[src/verilog/tap_chain_pkg.sv]
// Shared constants and types for the test access port chain
package tap_chain_pkg;

  // ----------------------------------------------------------------
  // Instruction register
  // ----------------------------------------------------------------
  localparam int IR_LEN = 4;
  localparam logic [3:0] IR_CAPTURE = 4'h1;
  localparam logic [3:0] INS_EXTEST = 4'h0;
  localparam logic [3:0] INS_DEVICE_IDENTIFICATION = 4'h1;
  localparam logic [3:0] INS_USERCODE = 4'h2;
  localparam logic [3:0] INS_SAMPLE = 4'h3;
  localparam logic [3:0] INS_TILE_ACCESS = 4'h8;
  localparam logic [3:0] INS_OTP_ACCESS = 4'h9;
  localparam logic [3:0] INS_BYPASS = 4'hf;
  localparam logic [3:0] IR_RESET = INS_DEVICE_IDENTIFICATION;

  // ----------------------------------------------------------------
  // Data register layout
  // ----------------------------------------------------------------
  localparam int DR_W = 32;
  localparam int ID_VER_LSB = 28;
  localparam int ID_PART_LSB = 12;
  localparam int ID_MFR_LSB = 1;
  localparam int UC_USER_LSB = 22;
  localparam int UC_USER_W = 10;
  localparam int UC_UNUSED_W = 6;
  localparam int UC_REV_W = 16;

  // ----------------------------------------------------------------
  // Security register bits
  // ----------------------------------------------------------------
  localparam int SEC_NO_JTAG_BIT = 0;
  localparam int SEC_NO_OTP_BIT = 13;
  localparam int SEC_USER_LSB = 22;

  // ----------------------------------------------------------------
  // Types
  // ----------------------------------------------------------------
  typedef enum logic [15:0] {
    ST_RESET      = 16'h0001,
    ST_IDLE       = 16'h0002,
    ST_SEL_DR     = 16'h0004,
    ST_CAP_DR     = 16'h0008,
    ST_SHIFT_DR   = 16'h0010,
    ST_EXIT1_DR   = 16'h0020,
    ST_PAUSE_DR   = 16'h0040,
    ST_EXIT2_DR   = 16'h0080,
    ST_UPD_DR     = 16'h0100,
    ST_SEL_IR     = 16'h0200,
    ST_CAP_IR     = 16'h0400,
    ST_SHIFT_IR   = 16'h0800,
    ST_EXIT1_IR   = 16'h1000,
    ST_PAUSE_IR   = 16'h2000,
    ST_EXIT2_IR   = 16'h4000,
    ST_UPD_IR     = 16'h8000
  } tap_state_t;

  typedef struct packed {
    logic tck;
    logic tms;
    logic tdi;
    logic trst_n;
  } jtag_pins_t;

  typedef struct packed {
    logic test_reset;
    logic capture_dr;
    logic shift_dr;
    logic update_dr;
    logic capture_ir;
    logic shift_ir;
    logic update_ir;
  } tap_step_t;

endpackage

[src/verilog/tap_chain.sv]
// Test port chain: pin sampling, controller state and per-tile access ports
`timescale 1ns/1ps
module tap_chain #(
  parameter int TILES = 1,
  parameter int BSR_LEN = 8,
  parameter logic [3:0] VERSION = 4'h0,
  parameter logic [15:0] PART_BSCAN = 16'h0001, // arbitrary value
  parameter logic [15:0] PART_CHIP = 16'h0002, // arbitrary value
  parameter logic [10:0] MAKER = 11'h001, // arbitrary value
  parameter logic [15:0] SIL_REV = 16'h0001 // arbitrary value
) (
  // Clock and reset
  input wire logic ref_clk,
  input wire logic arst_n,
  // Test pins
  input wire tap_chain_pkg::jtag_pins_t jtag,
  output logic tdo_out,
  output logic tdo_oe_n,
  // Security registers, one word per tile
  input wire logic [TILES*32-1:0] sec_reg,
  // Device pins under boundary scan
  input wire logic [TILES*BSR_LEN-1:0] pin_in,
  output logic [TILES*BSR_LEN-1:0] pin_out,
  output logic [TILES-1:0] pin_drive,
  // Tile access
  input wire logic [TILES*32-1:0] tile_rd_data,
  output logic [TILES*32-1:0] tile_wr_data,
  output logic [TILES-1:0] tile_wr_stb,
  // Programmable memory access
  input wire logic [TILES*32-1:0] otp_rd_data,
  output logic [TILES-1:0] otp_wr_stb
);
  localparam int UNITS = 2 * TILES;
  localparam logic [31:0] ID_BSCAN = {VERSION, PART_BSCAN, MAKER, 1'b1};
  localparam logic [31:0] ID_CHIP = {VERSION, PART_CHIP, MAKER, 1'b1};

  // ----------------------------------------------------------------
  // Reset: port reset while either reset is low, released on clock
  // ----------------------------------------------------------------
  wire rst_src_n = arst_n & jtag.trst_n;
  logic rst_s1_reg, rst_s2_reg;
  wire tap_rst_n = rst_s2_reg;

  always_ff @(posedge ref_clk or negedge rst_src_n) begin
    if (!rst_src_n) begin
      rst_s1_reg <= 1'b0;
      rst_s2_reg <= 1'b0;
    end else begin
      rst_s1_reg <= 1'b1;
      rst_s2_reg <= rst_s1_reg;
    end
  end

  // ----------------------------------------------------------------
  // Pin synchronisers and test clock edges
  // ----------------------------------------------------------------
  logic [2:0] s1_reg, s2_reg;
  logic tck_d_reg;

  always_ff @(posedge ref_clk or negedge tap_rst_n) begin
    if (!tap_rst_n) begin
      s1_reg <= 3'h0;
      s2_reg <= 3'h0;
      tck_d_reg <= 1'b0;
    end else begin
      s1_reg <= {jtag.tck, jtag.tms, jtag.tdi};
      s2_reg <= s1_reg;
      tck_d_reg <= s2_reg[2];
    end
  end

  wire tck_rise = s2_reg[2] && !tck_d_reg;
  wire tck_fall = !s2_reg[2] && tck_d_reg;
  wire tms_s = s2_reg[1];
  wire tdi_s = s2_reg[0];

  // ----------------------------------------------------------------
  // Controller state
  // ----------------------------------------------------------------
  function automatic tap_chain_pkg::tap_state_t tap_next(
    input tap_chain_pkg::tap_state_t st, input logic tms);
    case (st)
      tap_chain_pkg::ST_RESET: begin
        tap_next = tms ? tap_chain_pkg::ST_RESET : tap_chain_pkg::ST_IDLE;
      end
      tap_chain_pkg::ST_IDLE, tap_chain_pkg::ST_UPD_DR, tap_chain_pkg::ST_UPD_IR: begin
        tap_next = tms ? tap_chain_pkg::ST_SEL_DR : tap_chain_pkg::ST_IDLE;
      end
      tap_chain_pkg::ST_SEL_DR: begin
        tap_next = tms ? tap_chain_pkg::ST_SEL_IR : tap_chain_pkg::ST_CAP_DR;
      end
      tap_chain_pkg::ST_CAP_DR, tap_chain_pkg::ST_SHIFT_DR, tap_chain_pkg::ST_EXIT2_DR: begin
        tap_next = tms ? tap_chain_pkg::ST_EXIT1_DR : tap_chain_pkg::ST_SHIFT_DR;
      end
      tap_chain_pkg::ST_EXIT1_DR: begin
        tap_next = tms ? tap_chain_pkg::ST_UPD_DR : tap_chain_pkg::ST_PAUSE_DR;
      end
      tap_chain_pkg::ST_PAUSE_DR: begin
        tap_next = tms ? tap_chain_pkg::ST_EXIT2_DR : tap_chain_pkg::ST_PAUSE_DR;
      end
      tap_chain_pkg::ST_SEL_IR: begin
        tap_next = tms ? tap_chain_pkg::ST_RESET : tap_chain_pkg::ST_CAP_IR;
      end
      tap_chain_pkg::ST_CAP_IR, tap_chain_pkg::ST_SHIFT_IR, tap_chain_pkg::ST_EXIT2_IR: begin
        tap_next = tms ? tap_chain_pkg::ST_EXIT1_IR : tap_chain_pkg::ST_SHIFT_IR;
      end
      tap_chain_pkg::ST_EXIT1_IR: begin
        tap_next = tms ? tap_chain_pkg::ST_UPD_IR : tap_chain_pkg::ST_PAUSE_IR;
      end
      tap_chain_pkg::ST_PAUSE_IR: begin
        tap_next = tms ? tap_chain_pkg::ST_EXIT2_IR : tap_chain_pkg::ST_PAUSE_IR;
      end
      default: begin
        tap_next = tap_chain_pkg::ST_RESET;
      end
    endcase
  endfunction

  tap_chain_pkg::tap_state_t state_reg, state_next;
  assign state_next = tck_rise ? tap_next(state_reg, tms_s) : state_reg;

  always_ff @(posedge ref_clk or negedge tap_rst_n) begin
    if (!tap_rst_n) begin
      state_reg <= tap_chain_pkg::ST_RESET;
    end else begin
      state_reg <= state_next;
    end
  end

  // Actions happen on the rising test clock while in the state
  tap_chain_pkg::tap_step_t step;
  assign step.test_reset = tck_rise && state_reg == tap_chain_pkg::ST_RESET;
  assign step.capture_dr = tck_rise && state_reg == tap_chain_pkg::ST_CAP_DR;
  assign step.shift_dr = tck_rise && state_reg == tap_chain_pkg::ST_SHIFT_DR;
  assign step.update_dr = tck_rise && state_reg == tap_chain_pkg::ST_UPD_DR;
  assign step.capture_ir = tck_rise && state_reg == tap_chain_pkg::ST_CAP_IR;
  assign step.shift_ir = tck_rise && state_reg == tap_chain_pkg::ST_SHIFT_IR;
  assign step.update_ir = tck_rise && state_reg == tap_chain_pkg::ST_UPD_IR;
  wire in_shift = state_reg == tap_chain_pkg::ST_SHIFT_DR ||
                  state_reg == tap_chain_pkg::ST_SHIFT_IR;

  // ----------------------------------------------------------------
  // Chain: per tile a boundary port, then a chip port
  // ----------------------------------------------------------------
  logic [UNITS:0] link;
  assign link[0] = tdi_s;
  wire [9:0] user_id = sec_reg[tap_chain_pkg::SEC_USER_LSB +: tap_chain_pkg::UC_USER_W];

  genvar t;
  generate
    for (t = 0; t < TILES; t++) begin : g_tile
      tap_unit #(
        .IS_CHIP(1'b0), .BSR_LEN(BSR_LEN), .ID_VAL(ID_BSCAN), .REV_VAL(SIL_REV)
      ) u_bscan (
        .clk(ref_clk), .rst_n(tap_rst_n), .step(step),
        .si(link[2*t]), .so(link[2*t+1]),
        .sec(sec_reg[t*32 +: 32]), .user_id(user_id),
        .pin_in(pin_in[t*BSR_LEN +: BSR_LEN]),
        .pin_out(pin_out[t*BSR_LEN +: BSR_LEN]),
        .pin_drive(pin_drive[t]),
        .rd_data(32'h0000_0000), .wr_data(), .wr_stb(),
        .otp_rd(32'h0000_0000), .otp_stb()
      );
      tap_unit #(
        .IS_CHIP(1'b1), .BSR_LEN(BSR_LEN), .ID_VAL(ID_CHIP), .REV_VAL(SIL_REV)
      ) u_chip (
        .clk(ref_clk), .rst_n(tap_rst_n), .step(step),
        .si(link[2*t+1]), .so(link[2*t+2]),
        .sec(sec_reg[t*32 +: 32]), .user_id(user_id),
        .pin_in({BSR_LEN{1'b0}}), .pin_out(), .pin_drive(),
        .rd_data(tile_rd_data[t*32 +: 32]),
        .wr_data(tile_wr_data[t*32 +: 32]),
        .wr_stb(tile_wr_stb[t]),
        .otp_rd(otp_rd_data[t*32 +: 32]),
        .otp_stb(otp_wr_stb[t])
      );
    end
  endgenerate

  // ----------------------------------------------------------------
  // Test data out, changed on the falling test clock
  // ----------------------------------------------------------------
  logic tdo_reg, tdo_oe_n_reg;

  always_ff @(posedge ref_clk or negedge tap_rst_n) begin
    if (!tap_rst_n) begin
      tdo_reg <= 1'b0;
      tdo_oe_n_reg <= 1'b1;
    end else if (tck_fall) begin
      tdo_reg <= link[UNITS];
      tdo_oe_n_reg <= !in_shift;
    end
  end

  assign tdo_out = tdo_reg;
  assign tdo_oe_n = tdo_oe_n_reg;
endmodule

[src/verilog/tap_unit.sv]
// One test access port's instruction and data registers
`timescale 1ns/1ps
module tap_unit #(
  parameter bit IS_CHIP = 1'b0,
  parameter int BSR_LEN = 8,
  parameter logic [31:0] ID_VAL = 32'h0000_0001,
  parameter logic [15:0] REV_VAL = 16'h0000
) (
  // Clock and reset
  input wire logic clk,
  input wire logic rst_n,
  // Chain
  input wire tap_chain_pkg::tap_step_t step,
  input wire logic si,
  output logic so,
  // Security and identity
  input wire logic [31:0] sec,
  input wire logic [9:0] user_id,
  // Boundary cells
  input wire logic [BSR_LEN-1:0] pin_in,
  output logic [BSR_LEN-1:0] pin_out,
  output logic pin_drive,
  // Tile and programmable memory access
  input wire logic [31:0] rd_data,
  output logic [31:0] wr_data,
  output logic wr_stb,
  input wire logic [31:0] otp_rd,
  output logic otp_stb
);
  localparam int SW = (BSR_LEN > 32) ? BSR_LEN : 32;
  localparam int LW = $clog2(SW + 1);

  logic [3:0] ir_sh_reg, ir_reg;
  logic ir_path_reg;
  logic [SW-1:0] dr_reg, dr_next, cap_val, shifted;
  logic [BSR_LEN-1:0] pin_out_reg;
  logic pin_drive_reg, wr_stb_reg, otp_stb_reg;
  logic [31:0] wr_data_reg;

  // ----------------------------------------------------------------
  // Register selection
  // ----------------------------------------------------------------
  wire jtag_off = sec[tap_chain_pkg::SEC_NO_JTAG_BIT];
  wire otp_off = sec[tap_chain_pkg::SEC_NO_OTP_BIT];
  wire sel_id = (ir_reg == tap_chain_pkg::INS_DEVICE_IDENTIFICATION);
  wire sel_uc = (ir_reg == tap_chain_pkg::INS_USERCODE);
  wire sel_bsr = !IS_CHIP && (ir_reg == tap_chain_pkg::INS_SAMPLE ||
                              ir_reg == tap_chain_pkg::INS_EXTEST);
  wire sel_tile = IS_CHIP && !jtag_off &&
                  ir_reg == tap_chain_pkg::INS_TILE_ACCESS;
  wire sel_otp = IS_CHIP && !jtag_off && !otp_off &&
                 ir_reg == tap_chain_pkg::INS_OTP_ACCESS;
  wire [31:0] usercode = {user_id, {tap_chain_pkg::UC_UNUSED_W{1'b0}}, REV_VAL};
  wire [LW-1:0] dr_last = sel_bsr ? LW'(BSR_LEN - 1) :
                          (sel_id || sel_uc || sel_tile || sel_otp) ? LW'(31) : LW'(0);

  assign cap_val = sel_id ? SW'(ID_VAL) :
                   sel_uc ? SW'(usercode) :
                   sel_bsr ? SW'(pin_in) :
                   sel_tile ? SW'(rd_data) :
                   sel_otp ? SW'(otp_rd) : '0;

  // Shift toward bit 0, entering at the selected length
  genvar i;
  generate
    for (i = 0; i < SW; i++) begin : g_shift
      if (i == SW - 1) begin : g_top
        assign shifted[i] = (dr_last == LW'(i)) ? si : 1'b0;
      end else begin : g_mid
        assign shifted[i] = (dr_last == LW'(i)) ? si : dr_reg[i+1];
      end
    end
  endgenerate

  assign dr_next = step.capture_dr ? cap_val : step.shift_dr ? shifted : dr_reg;
  // Serial out follows the path captured last, so it holds between shift pulses
  assign so = ir_path_reg ? ir_sh_reg[0] : dr_reg[0];
  assign pin_out = pin_out_reg;
  assign pin_drive = pin_drive_reg;
  assign wr_data = wr_data_reg;
  assign wr_stb = wr_stb_reg;
  assign otp_stb = otp_stb_reg;

  // ----------------------------------------------------------------
  // Registers
  // ----------------------------------------------------------------
  always_ff @(posedge clk or negedge rst_n) begin
    if (!rst_n) begin
      ir_sh_reg <= tap_chain_pkg::IR_CAPTURE;
      ir_reg <= tap_chain_pkg::IR_RESET;
      dr_reg <= '0;
      ir_path_reg <= 1'b0;
    end else begin
      dr_reg <= dr_next;
      if (step.test_reset) begin
        ir_reg <= tap_chain_pkg::IR_RESET;
      end else if (step.update_ir) begin
        ir_reg <= ir_sh_reg;
      end
      if (step.capture_ir) begin
        ir_sh_reg <= tap_chain_pkg::IR_CAPTURE;
      end else if (step.shift_ir) begin
        ir_sh_reg <= {si, ir_sh_reg[3:1]};
      end
      if (step.capture_ir) begin
        ir_path_reg <= 1'b1;
      end else if (step.capture_dr || step.test_reset) begin
        ir_path_reg <= 1'b0;
      end
    end
  end

  always_ff @(posedge clk or negedge rst_n) begin
    if (!rst_n) begin
      pin_out_reg <= '0;
      pin_drive_reg <= 1'b0;
      wr_data_reg <= '0;
      wr_stb_reg <= 1'b0;
      otp_stb_reg <= 1'b0;
    end else begin
      pin_drive_reg <= !IS_CHIP && ir_reg == tap_chain_pkg::INS_EXTEST;
      if (step.update_dr && (sel_bsr || sel_tile || sel_otp)) begin
        pin_out_reg <= dr_reg[BSR_LEN-1:0];
        wr_data_reg <= dr_reg[31:0];
      end
      wr_stb_reg <= step.update_dr && sel_tile;
      otp_stb_reg <= step.update_dr && sel_otp;
    end
  end
endmodule
[config.mk]
export PLATFORM = sky130hd
export DESIGN_NAME = tap_chain
export DESIGN_NICKNAME = d
export VERILOG_FILES = /design/src/verilog/tap_chain_pkg.sv /design/src/verilog/tap_chain.sv /design/src/verilog/tap_unit.sv
export SDC_FILE = /design/constraint.sdc
export NUM_CORES = 1
export LEC_CHECK = 0
export ABC_CLOCK_PERIOD_IN_PS = 5700
export BUFFER_PORTS_ARGS = -buffer_cell sky130_fd_sc_hd__buf_2
export CAP_MARGIN = 10
export CORE_AREA = 2 2 165 119
export DETAILED_ROUTE_END_ITERATION = 8
export DIE_AREA = 0 0 167 121
export PLACE_DENSITY_LB_ADDON = 0.25
export SLEW_MARGIN = 20
export SYNTH_ARGS = -nofsm -noshare
export SYNTH_HDL_FRONTEND = slang
export SYNTH_SLANG_ARGS = --single-unit
[constraint.sdc]
create_clock -name ref_clk -period 5.7 [get_ports ref_clk]
set_clock_uncertainty 0.2 [all_clocks]
set_input_delay 1.71 -clock ref_clk [delete_from_list [all_inputs] [get_ports ref_clk]]
set_output_delay 1.71 -clock ref_clk [all_outputs]
set_load 0.02 [all_outputs]
==> impl_results.md <==
- Status: finished clean
- Post-synthesis sequential area ratio: 51.7%
- Placer Congestion: 0.859
- Final setup viols: 0
- Clock slew at reported path FFs: 0.07 ns
- Number of synthesized flops with an enable pin: 0
- Reg-to-Reg Start: state_reg[12]$_DFFE_PN0P_
- GR Layer Usage met1: 29.1%
- Syn-to-layout area delta: 19.0%
- DR vias: 5951
- First element of the critical path: sec_reg[0]
- Overall global routing resource usage: 18.8%
- Placed cell area: 0.00812 mm2
- Commonest non-fill, non-tap cell in the layout: dfrtp_1
- Post-synthesis adder-cell area fraction: 0.137%
- CTS tree: done
- Vias in the first global route: 5657
- Antenna Violating Nets Remaining: 0
- Headroom to the max-slew limit: 25.1%
- WL/cell: 16.8 um
- Dpl cells: 1072
- # DRC: 0
- Max Slew Vio Count: 0
- GRT busiest layer: met1
- CP Class: in -> reg
- Post-synth top area share: 49.5%
- Initial DRC Count: 494
- Max Freq: 252 MHz
- Place WS: 1.28 ns
- Fin crit period: 3.97 ns
- I/O Buffers: 134
- Dpl hpwl: 13000 um
- Post-Syn Nets: 846
- Max-cap violations: 0
- CP startpoint kind: primary input
- FF-to-FF path depth: 6
- Post-synthesis simple-gate area fraction: 22.0%
- Die area: 0.0202 mm2
- Most frequent cells in the layout: dfrtp_1, buf_2, nand2_1, nor2_1, nand3_1
- Starting Density: 39.5%
- Root Driver: clkbuf_16
- Core ar.: 0.0186 mm2
- Mapped Cells: 736
- Maximum vdd drop: 220 uV
- Layout cells sized above 1: 25.3%
- Post-CTS Setup Inserts: 0
- Cts hold-fix bufs: 0
- Least-Margin Pin Slew: 1.11 ns
- CP arrival: 4.07 ns
- Initial DRT Pass Iterations: 4
- Final period utilization: 69.7%
- Final TNS setup: 0 ns
- Die Wd: 167 um
- Largest net degree at the start of global routing: 64
- Syn. warnings: 0
- Largest family of logic cells by synthesized area: simple AND/OR/NAND/NOR gates
- XOR/XNOR Fraction of Synth Area: 0.359%
- PwrDens: 332 mW/mm2
- Initial antenna violation count: 0
- Placement row count: 42
- Netlist Area Pre-Place: 0.00733 mm2
- First-pass GRT wire length: 30400 um
- Clock Latency Late Sink: 0.43 ns
- Fin area: 0.00872 mm2
- Total power: 2890 uW
- DR vias/cell: 5.39
- Num CTS Buffers: 17
- HP Class: reg -> reg
- Mean Syn Cell Area: 9.96 um2
- # IOs: 155
- Met3 usage: 4.08%
- Compound-Gate Fraction of Synth Area: 13.5%
- GRT overflow: 0
- Longest Clk Path Bufs: 2
- CTS H-Tree Depth: 4
- N_diodes: 0
- HP Start: s1_reg[1]$_DFF_PN0_
- Top cells by area, synth: dfrtp_1, nand2_1, mux2_1, nor2_1, nand3_1
- Clock Sinks: 151
- Met2 Track Usage GR: 26.9%
- Yosys cell types: 67
- Share of flip-flops with an asynchronous set or reset: 100%
- Main flop type after synthesis: dfrtp_1
- Hold Path Depth: 0
- Final number of hold-violating endpoints: 0
- Top fanout value on the critical path: 18
- Nets: 959
- Worst setup margin: 1.73 ns
- Worst Setup End Kind: register
- Routed WL: 18600 um
- Synth Register Bits: 151
- Post-synthesis mux area share: 7.68%
- Leak: 0.00420 uW
- Final cell count without fillers: 1104
- Worst endpoint required time: 5.80 ns
- Cells resized by post-CTS repair: 0
- Cell accounting for the most synthesized area: dfrtp_1
- Die H: 121 um
- Unrepaired setup endpoints after global routing: no
[critical path, cell delays in order]
cell and delay, ns:
buf_2 0.11, or4b_1 0.76, nor2b_2 0.22, nor2_1 0.08, nor2_4 0.45, buf_4 0.38, mux2_1 0.35
[final timing paths]
kind / slack [ns] / to
min in group asynchronous: 0.22 / tck_d_reg$_DFF_PN0_
setup / recovery: 1.73 / g_tile[0].u_chip.wr_data[30]$_DFFE_PN0P_
setup reg to reg: 2.49 / g_tile[0].u_chip.wr_data[30]$_DFFE_PN0P_
max in group asynchronous: 3.94 / g_tile[0].u_bscan.dr_reg[15]$_DFFE_PN0P_
hold reg to reg: 0.14 / s2_reg[1]$_DFF_PN0_
hold / removal: 0.14 / s2_reg[1]$_DFF_PN0_
[report_power, final]
group | switching [uW] | total, uW | internal [uW]
Sequential | 105 | 1270 | 1160
Combinational | 288 | 500 | 212
Clock | 488 | 1130 | 638
Total | 881 | 2890 | 2010
[cell families after synthesis]
kind of cell	Yosys count
compound gates	143
xor+xnor	3
fa+ha+maj	1
buf+inv	63
flops	151
mux	51
other cells	1
simple gates	323
[through the flow]
step	utilization (%)	hold slack, ns
after floorplan	-	0.131
after global placement	43.8	0.132
after detailed placement	43.8	0.136
after CTS	46.9	0.150
after global routing	47.0	0.147
final	47.0	0.139
[Yosys cell counts (4+ instances only)]
library cell	count
a21oi_1	22
a221oi_1	20
a22o_1	21
a31oi_1	19
and2_1	4
buf_2	10
buf_6	5
clkbuf_1	30
dfrtp_1	145
dfstp_2	6
inv_1	10
mux2_1	32
mux2_2	10
mux2i_1	9
nand2_1	101
nand2b_1	7
nand3_1	46
nand4_1	6
nor2_1	85
nor2b_1	19
nor3_1	9
nor4_1	6
nor4b_1	4
o211ai_1	10
o21ai_0	26
o22ai_1	5
or3_1	4
[cell type report]
class / count / area, um2
clock buffers: 19 / 453
fillers: 1812 / 9830
well taps: 242 / 303
multi-input cells: 522 / 3240
clock inverters: 13 / 133
flip-flops and latches: 151 / 3790
repair buffers: 147 / 768
inverters: 10 / 37.5
[per-layer routing]
layer	vias up	wire length [um]
met5	-	0
met4	0	180
met3	17	1130
met2	185	7730
met1	2880	9550
li1	2869	-
Power figures use the tool's default switching activity.
